`src/core/hsp_defs.svh`:
```
`ifndef HSP_DEFS_SVH
`define HSP_DEFS_SVH

// ----------------------------------------------------------------------------
// timing
// ----------------------------------------------------------------------------
// clock rate in hz and serial bit rate (not documented, plain default)
`define HSP_CLK_HZ        50000000
`define HSP_BAUD          1000000
// clock cycles per serial bit, derived from the two rates
`define HSP_BIT_CYC       (`HSP_CLK_HZ / `HSP_BAUD)
// data bits per character
`define HSP_DATA_BITS     8
// infrared pulse length in clock cycles: three sixteenths of a bit
`define HSP_IR_CYC        ((`HSP_BIT_CYC * 3) / 16)

// ----------------------------------------------------------------------------
// reset values of the lines
// ----------------------------------------------------------------------------
`define HSP_LINE_IDLE     1'b1
// active-low handshake levels
`define HSP_HS_ASSERT     1'b0
`define HSP_HS_DEASSERT   1'b1

`endif

```
`src/core/hsp_pkg.sv`:
```
package hsp_pkg;
    // ------------------------------------------------------------------------
    // types
    // ------------------------------------------------------------------------
    // serial engine phases
    typedef enum logic [1:0] {HSP_IDLE, HSP_START, HSP_DATA, HSP_STOP} hsp_phase_e;

    // bit timer and bit index types
    typedef logic [15:0] hsp_cnt_t;
    typedef logic [2:0]  hsp_idx_t;
    typedef logic [7:0]  hsp_byte_t;

    // both directions of a serial engine plus its two-entry receive buffer
    typedef struct packed {
        hsp_phase_e tx_ph;
        hsp_cnt_t   tx_cnt;
        hsp_idx_t   tx_idx;
        hsp_byte_t  tx_sh;
        logic       tx_line;
        hsp_phase_e rx_ph;
        hsp_cnt_t   rx_cnt;
        hsp_idx_t   rx_idx;
        hsp_byte_t  rx_sh;
        logic       rx_s1;
        logic       rx_s2;
        hsp_byte_t  buf0;
        hsp_byte_t  buf1;
        logic [1:0] fill;
        logic       ovr;
        logic       req_n;
    } hsp_state_s;
endpackage : hsp_pkg

```
`src/core/hsp_link_if.sv`:
```
`timescale 1ns/1ps
// crossed serial link with active-low handshake between device and host
interface hsp_link_if;
    logic dev_tx;     // device serial out -> host receive
    logic host_tx;    // host transmit -> device serial in
    logic dev_req_n;  // device flow request out, active low
    logic host_req_n; // host request, fed to device flow permit in

    modport device (output dev_tx, output dev_req_n, input host_tx, input host_req_n);
    modport host   (input dev_tx, input dev_req_n, output host_tx, output host_req_n);
endinterface : hsp_link_if

```
`src/core/hsp_device_end.sv`:
```
`timescale 1ns/1ps
// How it works
// - full duplex serial, flow control, rs485, infrared
// - request is output, permit input, active low
// - idle transmit line rests high
// - low handshake level means asserted
// - data paths are crossed between ends
// - host stops sending when request deasserted
// - host must not loop handshake lines
// - two-entry queue of received characters, transmit takes one character at a time
module hsp_device_end
    import hsp_pkg::*;
(
    // clock and reset
    input  wire logic       i_ref_clk,
    input  wire logic       i_rst_b,
    input  wire logic       i_ce,
    // link
    hsp_link_if.device      link,
    // modes
    input  wire logic       i_ir_mode,
    output logic            o_rs485_de,
    // user streams
    input  wire logic       i_tx_valid,
    input  wire logic [7:0] i_tx_data,
    output logic            o_tx_ready,
    output logic            o_rx_valid,
    output logic [7:0]      o_rx_data,
    input  wire logic       i_rx_ready,
    output logic            o_rx_overrun
);
    // crossed wiring: device receives host transmit
    hsp_port_core u_core (
        .i_ref_clk    (i_ref_clk),
        .i_rst_b      (i_rst_b),
        .i_ce         (i_ce),
        .i_ir_mode    (i_ir_mode),
        .i_rx_line    (link.host_tx),
        .i_permit_n   (link.host_req_n),
        .o_tx_line    (link.dev_tx),
        .o_tx_drive   (o_rs485_de),
        .o_req_n      (link.dev_req_n),
        .i_tx_valid   (i_tx_valid),
        .i_tx_data    (i_tx_data),
        .o_tx_ready   (o_tx_ready),
        .o_rx_valid   (o_rx_valid),
        .o_rx_data    (o_rx_data),
        .i_rx_ready   (i_rx_ready),
        .o_rx_overrun (o_rx_overrun)
    );
endmodule : hsp_device_end

```
`src/core/hsp_port_core.sv`:
```
`timescale 1ns/1ps
`include "hsp_defs.svh"
// shared serial engine: transmitter, receiver, two-entry receive buffer
module hsp_port_core
    import hsp_pkg::*;
(
    // clock and reset
    input  wire logic       i_ref_clk,
    input  wire logic       i_rst_b,
    input  wire logic       i_ce,
    // mode
    input  wire logic       i_ir_mode,
    // line
    input  wire logic       i_rx_line,
    input  wire logic       i_permit_n,
    output logic            o_tx_line,
    output logic            o_tx_drive,
    output logic            o_req_n,
    // transmit stream
    input  wire logic       i_tx_valid,
    input  wire logic [7:0] i_tx_data,
    output logic            o_tx_ready,
    // receive stream
    output logic            o_rx_valid,
    output logic [7:0]      o_rx_data,
    input  wire logic       i_rx_ready,
    output logic            o_rx_overrun
);
    localparam hsp_cnt_t BIT = hsp_cnt_t'(`HSP_BIT_CYC);
    localparam hsp_cnt_t HALF = hsp_cnt_t'(`HSP_BIT_CYC / 2);
    localparam hsp_cnt_t IRC = hsp_cnt_t'(`HSP_IR_CYC);

    hsp_state_s s_reg;  // all state
    hsp_state_s s_next; // next state
    logic       push;   // receiver delivers a byte
    logic       pop;    // consumer takes head

    assign o_tx_ready   = (s_reg.tx_ph == HSP_IDLE) && (i_permit_n == `HSP_HS_ASSERT);
    assign o_rx_valid   = (s_reg.fill != 2'h0);
    assign o_rx_data    = s_reg.buf0;
    assign o_req_n      = s_reg.req_n;
    assign o_rx_overrun = s_reg.ovr;
    assign o_tx_drive   = (s_reg.tx_ph != HSP_IDLE);
    // infrared: a short low pulse only for zero bits, line otherwise high
    assign o_tx_line    = i_ir_mode ? ~(~s_reg.tx_line && (s_reg.tx_cnt < IRC))
                                    : s_reg.tx_line;

    // ------------------------------------------------------------------------
    // next state
    // ------------------------------------------------------------------------
    always_comb
    begin
        s_next = s_reg;
        push   = 1'b0;
        pop    = o_rx_valid && i_rx_ready;
        // input synchroniser, first stage read only by second
        s_next.rx_s1 = i_rx_line;
        s_next.rx_s2 = s_reg.rx_s1;
        // transmitter; new character only while permit asserted
        case (s_reg.tx_ph)
            HSP_IDLE:
            begin
                s_next.tx_line = `HSP_LINE_IDLE;
                if (i_tx_valid && o_tx_ready)
                begin
                    s_next.tx_sh   = i_tx_data;
                    s_next.tx_ph   = HSP_START;
                    s_next.tx_line = 1'b0;
                    s_next.tx_cnt  = '0;
                end
            end
            default:
            begin
                s_next.tx_cnt = s_reg.tx_cnt + 16'h0001;
                if (s_reg.tx_cnt == BIT - 16'h0001)
                begin
                    s_next.tx_cnt = '0;
                    case (s_reg.tx_ph)
                        HSP_START:
                        begin
                            s_next.tx_ph   = HSP_DATA;
                            s_next.tx_idx  = '0;
                            s_next.tx_line = s_reg.tx_sh[0];
                        end
                        HSP_DATA:
                        begin
                            s_next.tx_sh  = {1'b0, s_reg.tx_sh[7:1]};
                            s_next.tx_idx = s_reg.tx_idx + 3'h1;
                            if (s_reg.tx_idx == 3'h7)
                            begin
                                s_next.tx_ph   = HSP_STOP;
                                s_next.tx_line = 1'b1;
                            end
                            else
                            begin
                                s_next.tx_line = s_reg.tx_sh[1];
                            end
                        end
                        default:
                        begin
                            s_next.tx_ph = HSP_IDLE;
                        end
                    endcase
                end
            end
        endcase
        // receiver, samples mid-bit
        case (s_reg.rx_ph)
            HSP_IDLE:
            begin
                s_next.rx_cnt = '0;
                if (!s_reg.rx_s2)
                begin
                    s_next.rx_ph = HSP_START;
                end
            end
            HSP_START:
            begin
                s_next.rx_cnt = s_reg.rx_cnt + 16'h0001;
                if (s_reg.rx_cnt == HALF)
                begin
                    s_next.rx_cnt = '0;
                    s_next.rx_idx = '0;
                    s_next.rx_ph  = s_reg.rx_s2 ? HSP_IDLE : HSP_DATA;
                end
            end
            HSP_DATA:
            begin
                s_next.rx_cnt = s_reg.rx_cnt + 16'h0001;
                if (s_reg.rx_cnt == BIT - 16'h0001)
                begin
                    s_next.rx_cnt = '0;
                    s_next.rx_sh  = {s_reg.rx_s2, s_reg.rx_sh[7:1]};
                    s_next.rx_idx = s_reg.rx_idx + 3'h1;
                    if (s_reg.rx_idx == 3'h7)
                    begin
                        s_next.rx_ph = HSP_STOP;
                    end
                end
            end
            default:
            begin
                s_next.rx_cnt = s_reg.rx_cnt + 16'h0001;
                if (s_reg.rx_cnt == BIT - 16'h0001)
                begin
                    s_next.rx_ph = HSP_IDLE;
                    push         = s_reg.rx_s2;  // framing error drops byte
                end
            end
        endcase
        // two-entry buffer; overflow sets a sticky flag, byte lost
        if (pop)
        begin
            s_next.buf0 = s_reg.buf1;
            s_next.fill = s_reg.fill - 2'h1;
        end
        if (push)
        begin
            if (s_next.fill == 2'h0)
            begin
                s_next.buf0 = s_reg.rx_sh;
                s_next.fill = 2'h1;
            end
            else if (s_next.fill == 2'h1)
            begin
                s_next.buf1 = s_reg.rx_sh;
                s_next.fill = 2'h2;
            end
            else
            begin
                s_next.ovr = 1'b1;
            end
        end
        // request asserted only while room for a full entry remains
        s_next.req_n = (s_next.fill == 2'h2) ? `HSP_HS_DEASSERT : `HSP_HS_ASSERT;
    end

    // ------------------------------------------------------------------------
    // state register
    // ------------------------------------------------------------------------
    always_ff @(posedge i_ref_clk or negedge i_rst_b)
    begin
        if (!i_rst_b)
        begin
            s_reg         <= '0;
            s_reg.tx_line <= `HSP_LINE_IDLE;
            s_reg.rx_s1   <= 1'b1;
            s_reg.rx_s2   <= 1'b1;
            s_reg.req_n   <= `HSP_HS_ASSERT;
        end
        else if (i_ce)
        begin
            s_reg <= s_next;
        end
    end
endmodule : hsp_port_core

```
`src/flat_wrapper.sv`:
```
// flat-port wrapper written by rule: the top's interface ports become plain ports
module hsp_device_end_flat import hsp_pkg::*;
  (i_ref_clk, i_rst_b, i_ce, i_ir_mode, o_rs485_de, i_tx_valid, i_tx_data, o_tx_ready, o_rx_valid, o_rx_data, i_rx_ready, o_rx_overrun, link_dev_tx, link_dev_req_n, link_host_tx, link_host_req_n);
  hsp_link_if link_i ();
  input  wire logic i_ref_clk;
  input  wire logic i_rst_b;
  input  wire logic i_ce;
  input  wire logic i_ir_mode;
  output logic o_rs485_de;
  input  wire logic i_tx_valid;
  input  wire logic [7:0] i_tx_data;
  output logic o_tx_ready;
  output logic o_rx_valid;
  output logic [7:0] o_rx_data;
  input  wire logic i_rx_ready;
  output logic o_rx_overrun;
  output wire logic [$bits(link_i.dev_tx)-1:0] link_dev_tx;
  output wire logic [$bits(link_i.dev_req_n)-1:0] link_dev_req_n;
  input wire logic [$bits(link_i.host_tx)-1:0] link_host_tx;
  input wire logic [$bits(link_i.host_req_n)-1:0] link_host_req_n;
  assign link_dev_tx = link_i.dev_tx;
  assign link_dev_req_n = link_i.dev_req_n;
  assign link_i.host_tx = link_host_tx;
  assign link_i.host_req_n = link_host_req_n;
  hsp_device_end u_core (.i_ref_clk(i_ref_clk), .i_rst_b(i_rst_b), .i_ce(i_ce), .link(link_i), .i_ir_mode(i_ir_mode), .o_rs485_de(o_rs485_de), .i_tx_valid(i_tx_valid), .i_tx_data(i_tx_data), .o_tx_ready(o_tx_ready), .o_rx_valid(o_rx_valid), .o_rx_data(o_rx_data), .i_rx_ready(i_rx_ready), .o_rx_overrun(o_rx_overrun));
endmodule
```
`config.mk`:
```
export PLATFORM = sky130hd
export DESIGN_NAME = hsp_device_end_flat
export DESIGN_NICKNAME = d
export VERILOG_FILES = /design/src/core/hsp_pkg.sv /design/src/core/hsp_link_if.sv /design/src/core/hsp_device_end.sv /design/src/core/hsp_port_core.sv /design/src/flat_wrapper.sv
export VERILOG_INCLUDE_DIRS = /design/src /design/src/core
export SDC_FILE = /design/constraint.sdc
export NUM_CORES = 1
export LEC_CHECK = 0
export BUFFER_PORTS_ARGS = -buffer_cell sky130_fd_sc_hd__buf_2
export CAP_MARGIN = 20
export CORE_ASPECT_RATIO = 1.4
export CORE_MARGIN = 3
export CORE_UTILIZATION = 55
export CTS_CLUSTER_DIAMETER = 80
export DETAILED_ROUTE_END_ITERATION = 16
export GPL_ROUTABILITY_DRIVEN = 0
export PLACE_DENSITY = 0.72
export RECOVER_POWER = 25
export SLEW_MARGIN = 10
export SYNTH_ARGS = -nofsm -noshare
export SYNTH_HDL_FRONTEND = slang
export SYNTH_SLANG_ARGS = --single-unit
```
`constraint.sdc`:
```
create_clock -name i_ref_clk -period 2.8 [get_ports i_ref_clk]
set_clock_uncertainty 0.15 [all_clocks]
set_input_delay 0.14 -clock i_ref_clk [delete_from_list [all_inputs] [get_ports i_ref_clk]]
set_output_delay 0.14 -clock i_ref_clk [all_outputs]
set_load 0.05 [all_outputs]
```
=== After elaboration in Yosys (flattened, before gate mapping) ===
Index checks and enable logic that the tools add are counted.

* Flip-flop bits (word level): 81
* Output and inout port bits: 14
* Logic and storage cells: 103

* Add/sub/neg operators: 5
* $lt $le $gt $ge: 1
* Equality and inequality tests: 17
* Multiplexer cells: 32
* Bitwise gates (word level): 6
* Reductions and logical operators: 26

{| class="wikitable"
|+ Operators by type and width
! cell !! number
|-
| case mux 18 bit (3 select lines) || 1
|-
| two-way mux 18 bit || 2
|-
| adder 16 x 1 -> 16 bit (second input constant) || 2
|-
| == test 16 x 6 -> 1 bit (second input constant) || 2
|-
| two-way mux 8 bit || 4
|-
| two-way mux 30 bit || 1
|-
| two-way mux 29 bit || 1
|-
| AND reduction 4 bit || 6
|-
| two-way mux 21 bit || 1
|-
| two-way mux 19 bit || 1
|-
| two-way mux 9 bit || 2
|-
| == test 16 x 5 -> 1 bit (second input constant) || 1
|-
| less-than comparator 16 x 4 -> 1 bit (second input constant) || 1
|-
| two-way mux 2 bit || 7
|-
| case mux 3 bit (2 select lines) || 2
|-
| nonzero test 2 bit || 6
|-
| two-way mux 10 bit || 1
|-
| != test 2 bit (second input constant) || 4
|-
| two-way mux 1 bit || 7
|-
| adder 3 x 1 -> 3 bit (second input constant) || 2
|-
| == test 2 x 1 -> 1 bit (second input constant) || 3
|-
| == test 2 bit (second input constant) || 3
|-
| == test 3 bit (second input constant) || 2
|-
| zero test 2 bit || 3
|-
| other kinds (12) || 22
|}

=== Logic depth before layout (Yosys ltp) ===
Gate-level depths: netlist of the first run.

* Depth in word-level cells: 9
* Depth in mapped cells: 12
* Mapped depth without buffers: 10

=== Worst setup path after synthesis of the first run ===
Ideal clock, no wire load.

* Path type: reg-to-reg
* Start point: reg u_core.u_core.s_reg[2] (netlist name)
* End point: reg u_core.u_core.s_reg, in the netlist u_core.u_core.o_rx_data[5]
* Setup time: 0.126 ns
* Arrival: 2.380 ns
* Required time: 2.524 ns
* Slack: 0.144 ns
* Stages on the path, launching flop included: 13
* Cells stage by stage: dfrtp_1 inv_1 ha_1 nor2b_1 clkbuf_1 nor2_1 nor2_1 ha_1 nand4_1 nor3_2 buf_2 nor2_1 a221o_1

* Cells in the longest elaborated chain, start to end: 6
* Elaborated cells on any way between the ends: 8

{| class="wikitable"
|+ RTL lines
! element !! line !! source
|-
| from (decl) || hsp_port_core.sv:33 || <nowiki>hsp_state_s s_reg;</nowiki>
|-
| from (signal assigned) || hsp_port_core.sv:193 || <nowiki>s_reg <= s_next;</nowiki>
|-
| parallel branches: the longest is 5 deep, another holds subtractor 2 x 1 -> 2 bit || -- ||
|-
| two-way mux 19 bit (*) || hsp_port_core.sv:157 || <nowiki>if (push)</nowiki>
|}

Mark *: on every way between the ends.
A chain may end at the register's enable or synchronous reset.

=== Worst setup path after layout of the first run ===
* Start point: reg u_core.u_core.s_reg[74] (netlist name)
* End point: out link_dev_tx

* Cells in the longest elaborated chain, start to end: 4

{| class="wikitable"
|+ RTL lines
! element !! line !! source
|-
| less-than comparator 16 x 4 -> 1 bit || hsp_port_core.sv:45 || <nowiki>assign o_tx_line = i_ir_mode ? ~(~s_reg.tx_line && (s_reg.tx_cnt < IRC))</nowiki>
|-
| logical AND 1 bit || hsp_port_core.sv:45 ||
|-
| NOT 1 bit || hsp_port_core.sv:45 ||
|-
| two-way mux 1 bit || hsp_port_core.sv:45 ||
|-
| to (decl) || flat_wrapper.sv:17 || <nowiki>output wire logic [$bits(link_i.dev_tx)-1:0] link_dev_tx;</nowiki>
|}

Every way passes these cells.

==> results.cfg, run 1 <==
[status]
outcome = finished, violations left
violations = max-capacitance violations, max-slew violations

[die]
io_pins = 30
initial_utilization_pct = 57.88
die_y_um = 111.4
coreArea_um2 = 7546
chipWidth_um = 81.32
rows = 37
die_area_um2 = 9062

[finish]
largest_reg_flops = 70
syn2layout_area_growth_pct = 11.89
final_area_um2 = 4887
num_antenna_cells = 0
mostFrequentLayoutCell = dfrtp_1
regArea_um2 = 2031
drive_gt1_share_pct = 20.17
layout.nets = 504
stdcell_count = 573
multi_input_area_um2 = 2123
final.fill_count = 589
mostFrequentLayoutCells = dfrtp_1, nor2_1, nand2_1, buf_2

[sta]
timing.final.ws_setup_ns = 0.1321
rsz0062_at_grt = no
setup-violations-final = 0
tightest_slew_ns = 2.136
max_clock_freq_ghz = 0.3748
slew_violations = 40
period_share_pct = 95.28
final.min_clock_period_ns = 2.668
hold_viol_final = 0
slew_headroom_pct = -42.38
fin_setup_tns_ns = 0

[critical_path]
endpoint_kind = output pin
critPathKind = flip-flop to output pin
crit_start = u_core.u_core.s_reg[74]
worstPathMaxFanout = 4
slowest_stage = or4_4
crit_arrival_ns = 2.38
r2r_setup_slack_ns = 0.24
rr_endpoint = u_core.u_core.s_reg[9]
crit_path_start_kind = flip-flop
r2r-start = u_core.u_core.s_reg[2]
slowest_delay_ns = 0.56
reg2reg_depth = 9
critPathRequiredTime_ns = 2.51
path_cells = or4_4 -> nor4_1 -> nand3_1 -> a21o_1 -> buf_2

[run]
maxCapViolCount = 1

[worst_hold_path]
hold_path.class = input port to flip-flop
hold-path-endpoint = u_core.u_core.s_reg[50]
min_from = i_ce
holdPathStages = 4

[synthesis]
ys_types = 55
syn-num-nets = 468
synth_edf_count = 0
synth_top_area_share_pct = 44.69
yosysWarnings = 0
synthCells = 435
synthesis.area_um2 = 4368
synthFlopType = dfrtp_1
avgSynthCellArea_um2 = 10.04
synth_top_area_cell = dfrtp_1
yosys-top-cells-area = dfrtp_1, mux2_2, nor2_1
ys_seq_area_share_pct = 46.49
synth-seq-cells = 81
synthArstFlopShare_pct = 100.0

[route]
ant_nets = 0
vias = 3247
wl_per_cell_um = 14.59
routed_via_density = 5.667
drc_errors = 0
routed_wl_um = 8360
dr.pass1.iters = 5
drt_iter0_drc = 186

[clocking]
cts_root_buffer = clkbuf_8
cts_htree_levels = 3
cts.path.max_buffers = 2
cts_tree = yes
cts_sinks = 81
clkTransAtPathRegs_ns = 0.07
cts_setup_buffers = 0
numCtsBuffers = 9
clock_latency_ns = 0.35

[global_routing]
grt_pass1_wl_um = 14550
grt_max_degree = 82
antenna_found_initial = 0
global_route.overflow_total = 0
grt_pass1_vias = 3195
grt.total_usage_pct = 20.47

[power]
ir_worst_vdd_mv = 0.4500
p_leak_nw = 2.329
power_density_nw_per_um2 = 643.3

[placed_design]
port_buffers = 29
dp.cells = 546
place_area_um2 = 4564
dpl.hpwl_um = 5784
place_ws_ns = 0.06784
power by group:
part           leakage (nW)  internal (W)  total [W]  switching [W]
Combinational          1.17      0.000333   0.000790       0.000456
Sequential             1.07       0.00134    0.00153       0.000192
Clock                0.0960      0.000421   0.000820       0.000400
Total                  2.33       0.00210    0.00314        0.00105
metal layers:
metal / up-vias / routed length (µm) / track usage [%]
met3: 18 / 269 / 5.259
met1: 1577 / 3463 / 24.32
met2: 61 / 4355 / 33.57
li1: 1591 / - / -
met4: 0 / 271 / 10.26
met5: - / 0 / 0
kinds of logic after synthesis:
family	share of synthesized area [%]
AND/OR/NAND/NOR	21.31
flip-flops	46.49
AO/OA/AOI/OAI	10.57
buffers and inverters	5.185
multiplexers	6.961
XOR/XNOR	4.612
adder cells (fa/ha/maj)	4.870
cells in the mapped netlist (all sizes together) (2+ instances only):
cell,n
a22oi,9
dfrtp,78
o21ai,18
nand3,16
inv,19
nor3,7
nor4b,2
or4,4
a221o,8
mux2,23
o22ai,3
nor2,58
a21oi,15
nand2b,6
ha,17
nor2b,4
clkbuf,11
dfstp,3
and4,2
xnor2,6
nor4,5
nand4,17
nor3b,3
buf,15
mux2i,3
and3b,2
a21o,5
xor2,17
or4b,2
a31oi,3
and3,6
and2,2
nand2,36
critical path, delay by kind of cell (launching register included):
| kind | cells | cell delay (ns) |
|---|---|---|
| buffers and inverters | 1 | 0.20 |
| flip-flops | 1 | 0.43 |
| AO/OA/AOI/OAI | 1 | 0.19 |
| AND/OR/NAND/NOR | 3 | 1.20 |
repair_timing:
action,4_1_cts,5_1_grt
endpoints found under the hold margin,87,0
endpoints found under the setup margin,0,16
gates resized for setup,0,4
hold buffers,10,0
how the worst max path moves through the flow:
stage                                       endpoint  cells past startpoint
final                                    link_dev_tx                      5
after global routing                     link_dev_tx                      5
after CTS                 u_core.u_core.o_rx_data[7]                     11
after detailed placement  u_core.u_core.o_rx_data[7]                     11
after global placement    u_core.u_core.o_rx_data[0]                     11
after floorplan           u_core.u_core.o_rx_data[5]                     12
through the flow:
stage          util, %  hold slack, ns  power (W)
2_1_floorplan        -         -0.3056   0.002101
3_3_place_gp     60.49          0.2156   0.002279
3_5_place_dp     60.49          0.2211   0.002316
4_1_cts          64.38         0.08858   0.003153
5_1_grt          64.77          0.1179   0.003355
6_report         64.77          0.1108   0.003144
layout make-up:
class	count	share of cell area (%)
Multi-Input combinational cell	309	43.45
Sequential cell	81	41.55
Timing Repair Buffer	51	7.092
Clock buffer	15	3.815
Tap cell	97	2.483
Inverter	19	1.459
Clock inverter	1	0.1536
Note: power is estimated with default switching activity, not from simulation.
==> inputs of run 2 (changes only) <==
ABC_AREA = 1   (was default)
==> results.cfg, run 2 <==
[critical_path]
crit_arrival_ns = 2.61
r2r_setup_slack_ns = 0.26
path_cells = inv_1 -> ha_1 -> nand3_1 -> nand2_1 -> nand2_1 -> inv_1 -> nand2_1 -> inv_1 -> nor3_1
slowest_stage = inv_1
crit_path_start_kind = flip-flop
worstPathMaxFanout = 11
critPathRequiredTime_ns = 2.87
endpoint_kind = flip-flop
critPathKind = flip-flop to flip-flop
slowest_delay_ns = 0.41

[placed_design]
place_area_um2 = 4907
dpl.hpwl_um = 6824
port_buffers = 29

[global_routing]
grt.total_usage_pct = 22.12
antenna_found_initial = 0
grt_pass1_wl_um = 17690
grt_max_degree = 82
grt_pass1_vias = 3942
global_route.overflow_total = 0

[power]
ir_worst_vdd_mv = 0.4590
p_leak_nw = 2.641
combPwrFrac_pct = 27.8
clockPowerShare_pct = 32.9
switching_share_pct = 35.89
internal_power_w = 0.002271
power.switching_w = 0.001271
power_density_nw_per_um2 = 668.6
seqPwrFrac_pct = 39.3

[synthesis]
synth-simple-area-share_pct = 34.90
ys_top_cells_by_count = nand2_1, dfrtp_1, inv_1, nor2_1, nand3_1
yosys-top-cells-area = dfrtp_1, nand2_1, inv_1
synth_edf_count = 0
synth-seq-cells = 81
synth_xor_area_share_pct = 2.211
synth_top_area_cell = dfrtp_1
synth_compound_area_share_pct = 6.818
synthArstFlopShare_pct = 100.0
synthCells = 635
ys_seq_area_share_pct = 42.72
yosysWarnings = 0
synthMostInstantiatedCell = nand2_1
avgSynthCellArea_um2 = 7.486
synth_top_family_by_area = simple AND/OR/NAND/NOR gates
syn-num-nets = 668
ys_types = 32
synth_top_area_share_pct = 41.06
synthAdderAreaFrac_pct = 4.475
synthesis.area_um2 = 4753
synth.area.mux_share_pct = 0
synthFlopType = dfrtp_1

[status]
outcome = finished clean

[die]
initial_utilization_pct = 57.30
io_pins = 30
rows = 39
die_area_um2 = 9810
coreArea_um2 = 8295
chipWidth_um = 84.57
die_y_um = 116.0

[sta]
fin_setup_tns_ns = 0
hold_viol_final = 0
slew_headroom_pct = 30.23
final.min_clock_period_ns = 2.543
rsz0062_at_grt = no
setup-violations-final = 0
max_clock_freq_ghz = 0.3932
slew_violations = 0
tightest_slew_ns = 1.047
period_share_pct = 90.83

[clocking]
cts_htree_levels = 3
cts_sinks = 81
numCtsBuffers = 9
cts.path.max_buffers = 2
cts_tree = yes
clkTransAtPathRegs_ns = 0.06
clock_latency_ns = 0.34
cts_root_buffer = clkbuf_16

[route]
vias = 4024
ant_nets = 0
dr.pass1.iters = 5
drt_iter0_drc = 240
routed_via_density = 5.192
wl_per_cell_um = 12.66
drc_errors = 0
routed_wl_um = 9810

[run]
maxCapViolCount = 0

[finish]
final_area_um2 = 5298
syn2layout_area_growth_pct = 11.45
layout.nets = 701
mostFrequentLayoutCells = nand2_1, dfrtp_1, inv_1, nor2_1, nand3_1
mostFrequentLayoutCell = nand2_1
drive_gt1_share_pct = 12.18
largest_reg_flops = 70
num_antenna_cells = 0

[worst_hold_path]
hold_path.class = input port to flip-flop
## run 2: final timing paths
path,from,to,cells after the start
setup reg to reg,u_core.u_core.s_reg[79],u_core.u_core.s_reg[70],9
hold reg to reg,u_core.u_core.s_reg[51],u_core.u_core.s_reg[51],2
setup / recovery,u_core.u_core.s_reg[79],u_core.u_core.s_reg[70],9
min in group asynchronous,i_rst_b,u_core.u_core.s_reg[39],2
hold / removal,i_tx_valid,u_core.u_core.s_reg[51],6
max in group asynchronous,i_rst_b,u_core.u_core.s_reg[30],3
## run 2: cell families (layout without fill, tap and decap cells)
group           after synthesis  after routing
xor+xnor                     12             12
flops                        81             81
compound gates               58             58
fa+ha+maj                    17             17
buf+inv                      95            133
simple gates                372            372
## run 2: worst max-delay path, delay by kind of cell (launching register included)
family / cells / cell delay, ns
and+or+nand+nor: 5 / 0.87
buffers and inverters: 3 / 0.78
DFF: 1 / 0.40
adders and majority gates: 1 / 0.24
## run 2: layer usage
| layer | vias up | wire [µm] | GRT usage, % |
|---|---|---|---|
| met2 | 90 | 4952 | 37.74 |
| met4 | 0 | 165 | 9.504 |
| met5 | - | 0 | 0 |
| met3 | 15 | 385 | 4.267 |
| met1 | 1866 | 4307 | 27.40 |
| li1 | 2053 | - | - |
## run 2: per-stage QoR
stage	total power, W	hold slack [ns]	util [%]	setup WS [ns]	cells
floorplan	0.002148	-0.3056	-	0.1672	635
global route	0.003762	0.1778	63.86	0.02038	775
global placement	0.002351	0.2048	59.16	0.3030	748
finish	0.003542	0.1366	63.86	0.2569	775
detailed placement	0.002384	0.2172	59.16	0.2836	748
CTS	0.003570	0.1245	63.86	0.2720	774
## run 2: power groups by stage
| stage | Combinational (W) | Clock [W] | Sequential, W |
|---|---|---|---|
| 5_1_grt | 0.00112 | 0.00123 | 0.00141 |
| 4_1_cts | 0.000989 | 0.00119 | 0.00139 |
| 3_5_place_dp | 0.000973 | 0 | 0.00141 |
| 3_3_place_gp | 0.000949 | 0 | 0.00140 |
| 2_1_floorplan | 0.000745 | 0 | 0.00140 |
| 6_report | 0.000985 | 0.00116 | 0.00139 |
## run 2: cell type report
type / count / area [µm²]
multi-input cells: 459 / 2301
clock inverters: 5 / 57.56
inverters: 74 / 277.8
well taps: 102 / 127.6
clock buffers: 11 / 232.7
repair buffers: 43 / 270.3
flip-flops and latches: 81 / 2031
fillers: 736 / 2998
## run 2: repair_timing
item                      4_1_cts  5_1_grt
buffers inserted                0        0
hold buffers                   10        0
hold endpoints to repair       87        0
resized for setup               0        0
==> inputs of run 3 (changes only) <==
CORE_UTILIZATION = 35   (was 55)
PLACE_DENSITY = default   (was 0.72)
PLACE_DENSITY_LB_ADDON = 0.2   (was default)
SYNTH_HIERARCHICAL = 1   (was default)
==> results.cfg, run 3 <==
[clocking]
cts_tree = yes
cts_sinks = 81
clock_latency_ns = 0.33
cts_htree_levels = 3
cts_root_buffer = clkbuf_16
cts_resized = 0
cts.path.max_buffers = 2
ctsHoldBuffers = 10
cts_setup_buffers = 0
numCtsBuffers = 9
clkTransAtPathRegs_ns = 0.06

[route]
routed_via_density = 4.660
dr.pass1.iters = 4
routed_wl_um = 10190
wl_per_cell_um = 12.10
ant_nets = 0
drc_errors = 0
vias = 3924
drt_iter0_drc = 176

[global_routing]
grt_max_degree = 82
antenna_found_initial = 0
global_route.overflow_total = 0
grt.total_usage_pct = 14.43
grt_pass1_wl_um = 17690
grt_pass1_vias = 3925

[synthesis]
yosys-top-cells-area = dfrtp_1, nand2_1, nor2_1
synthCells = 626
ys_top_cells_by_count = nand2_1, dfrtp_1, nor2_1, inv_1, nand3_1
synth-seq-cells = 81
ys_types = 34
synthMostInstantiatedCell = nand2_1
avgSynthCellArea_um2 = 7.511
yosysWarnings = 6
synth_edf_count = 0
synthesis.area_um2 = 4702
synth_top_area_cell = dfrtp_1
syn-num-nets = 659
ys_seq_area_share_pct = 43.19
synth_top_area_share_pct = 41.51
synthFlopType = dfrtp_1
synthArstFlopShare_pct = 100.0

[die]
die_area_um2 = 14880
chipWidth_um = 104.0
io_pins = 30
initial_utilization_pct = 36.18
coreArea_um2 = 13000
die_y_um = 143.1
rows = 49

[critical_path]
endpoint_kind = flip-flop
crit_path_start_kind = flip-flop
crit_arrival_ns = 2.54
critPathKind = flip-flop to flip-flop
critPathRequiredTime_ns = 2.92
worstPathMaxFanout = 11

[status]
outcome = finished clean

[power]
p_leak_nw = 2.632
power_density_nw_per_um2 = 664.4
finalPower_w = 0.003585
ir_worst_vdd_mv = 0.2813

[finish]
num_antenna_cells = 0
final.fill_count = 1390
largest_reg_flops = 70
mostFrequentLayoutCell = nand2_1
mostFrequentLayoutCells = nand2_1, dfrtp_1, nor2_1, inv_1, nand3_1
syn2layout_area_growth_pct = 14.74
multi_input_area_um2 = 2291
drive_gt1_share_pct = 11.60
regArea_um2 = 2031
layout.nets = 692

[sta]
fin_setup_tns_ns = 0
period_share_pct = 86.15
hold_viol_final = 0
rsz0062_at_grt = no
tightest_slew_ns = 1.122
slew_headroom_pct = 25.18
final.min_clock_period_ns = 2.412
slew_violations = 0
max_clock_freq_ghz = 0.4145
setup-violations-final = 0

[worst_hold_path]
hold_path.class = input port to flip-flop

[placed_design]
port_buffers = 29
dpl.hpwl_um = 7361

[run]
maxCapViolCount = 0
[run 3: cell count changes in the layout (fill, tap and decap cells not counted), moves of 3 or more]
cell / previous run / this run
nand3_1: 46 / 50
clkbuf_8: 0 / 3
o21ai_1: 7 / 0
nor2_4: 0 / 3
nor2_1: 68 / 72
nor3_1: 14 / 8
o21ai_0: 34 / 40
nand2_1: 209 / 203
xor2_1: 8 / 14
clkinvlp_4: 3 / 0
inv_1: 69 / 60
[run 3: worst max-delay path, cell delays in order (launching register included)]
cell and delay, ns:
dfrtp_1 0.40, inv_1 0.06, ha_1 0.14, clkinv_1 0.07, nand2_1 0.27, nor2_1 0.08
a21oi_1 0.29, ha_1 0.26, nand4_1 0.30, nand2_1 0.15, nand3_1 0.08, nand2_1 0.08
[run 3: report_power, final]
group	total, W	internal, W	switching (W)
combinational	0.000889	0.000256	0.000633
sequential	0.00139	0.00129	0.0000955
clock	0.00131	0.000855	0.000454
[run 3: kinds of logic (layout without fill, tap and decap cells)]
family / Yosys count / in the layout / synth area share, %
flip-flops: 81 / 81 / 43.19
AO/OA/AOI/OAI: 59 / 59 / 7.132
adder cells (fa/ha/maj): 17 / 17 / 4.524
XOR/XNOR: 17 / 17 / 3.167
buffers and inverters: 86 / 124 / 8.089
AND/OR/NAND/NOR: 366 / 366 / 33.90
[run 3: layer usage]
layer | vias up | part of all wire, % | global-route usage [%]
li1 | 2042 | - | -
met1 | 1842 | 43 | 15.91
met2 | 32 | 54 | 27.54
met3 | 8 | 1.6 | 1.719
met4 | 0 | 1.2 | 6.793
met5 | - | 0 | 0
[run 3: layout make-up]
cell class / count / area share (%)
clock buffer: 14 / 5.079
clock inverter: 2 / 1.113
inverter: 64 / 4.476
multi-input combinational: 459 / 42.46
sequential: 81 / 37.64
tap: 178 / 4.128
timing repair buffer: 44 / 5.102
[run 3: worst paths after layout]
| path | cells after the start | to | slack, ns | from |
|---|---|---|---|---|
| min in group asynchronous | 2 | u_core/u_core/o_rx_data[3] | 0.32 | i_rst_b |
| worst min register to register | 2 | u_core/u_core/s_next[20] | 0.31 | u_core/u_core/s_next[20] |
| worst max register to register | 11 | u_core/u_core/o_rx_data[0] | 0.39 | u_core/u_core/s_reg[2] |
| worst min-delay path | 6 | u_core/u_core/s_reg[51] | 0.09 | i_tx_valid |
| worst max-delay path | 11 | u_core/u_core/o_rx_data[0] | 0.39 | u_core/u_core/s_reg[2] |
| max in group asynchronous | 3 | u_core/u_core/s_reg[78] | 0.56 | i_rst_b |
[run 3: stage by stage]
step / std cells / area (µm²) / setup slack, ns / hold slack, ns / util (%)
2_1_floorplan: 626 / 4702 / 0.1784 / -0.3056 / -
3_3_place_gp: 815 / 4964 / 0.4775 / 0.1915 / 38.19
3_5_place_dp: 815 / 4964 / 0.4037 / 0.1976 / 38.19
4_1_cts: 841 / 5398 / 0.3948 / 0.07647 / 41.53
5_1_grt: 842 / 5395 / 0.08190 / 0.1447 / 41.51
6_report: 842 / 5395 / 0.3877 / 0.09423 / 41.51
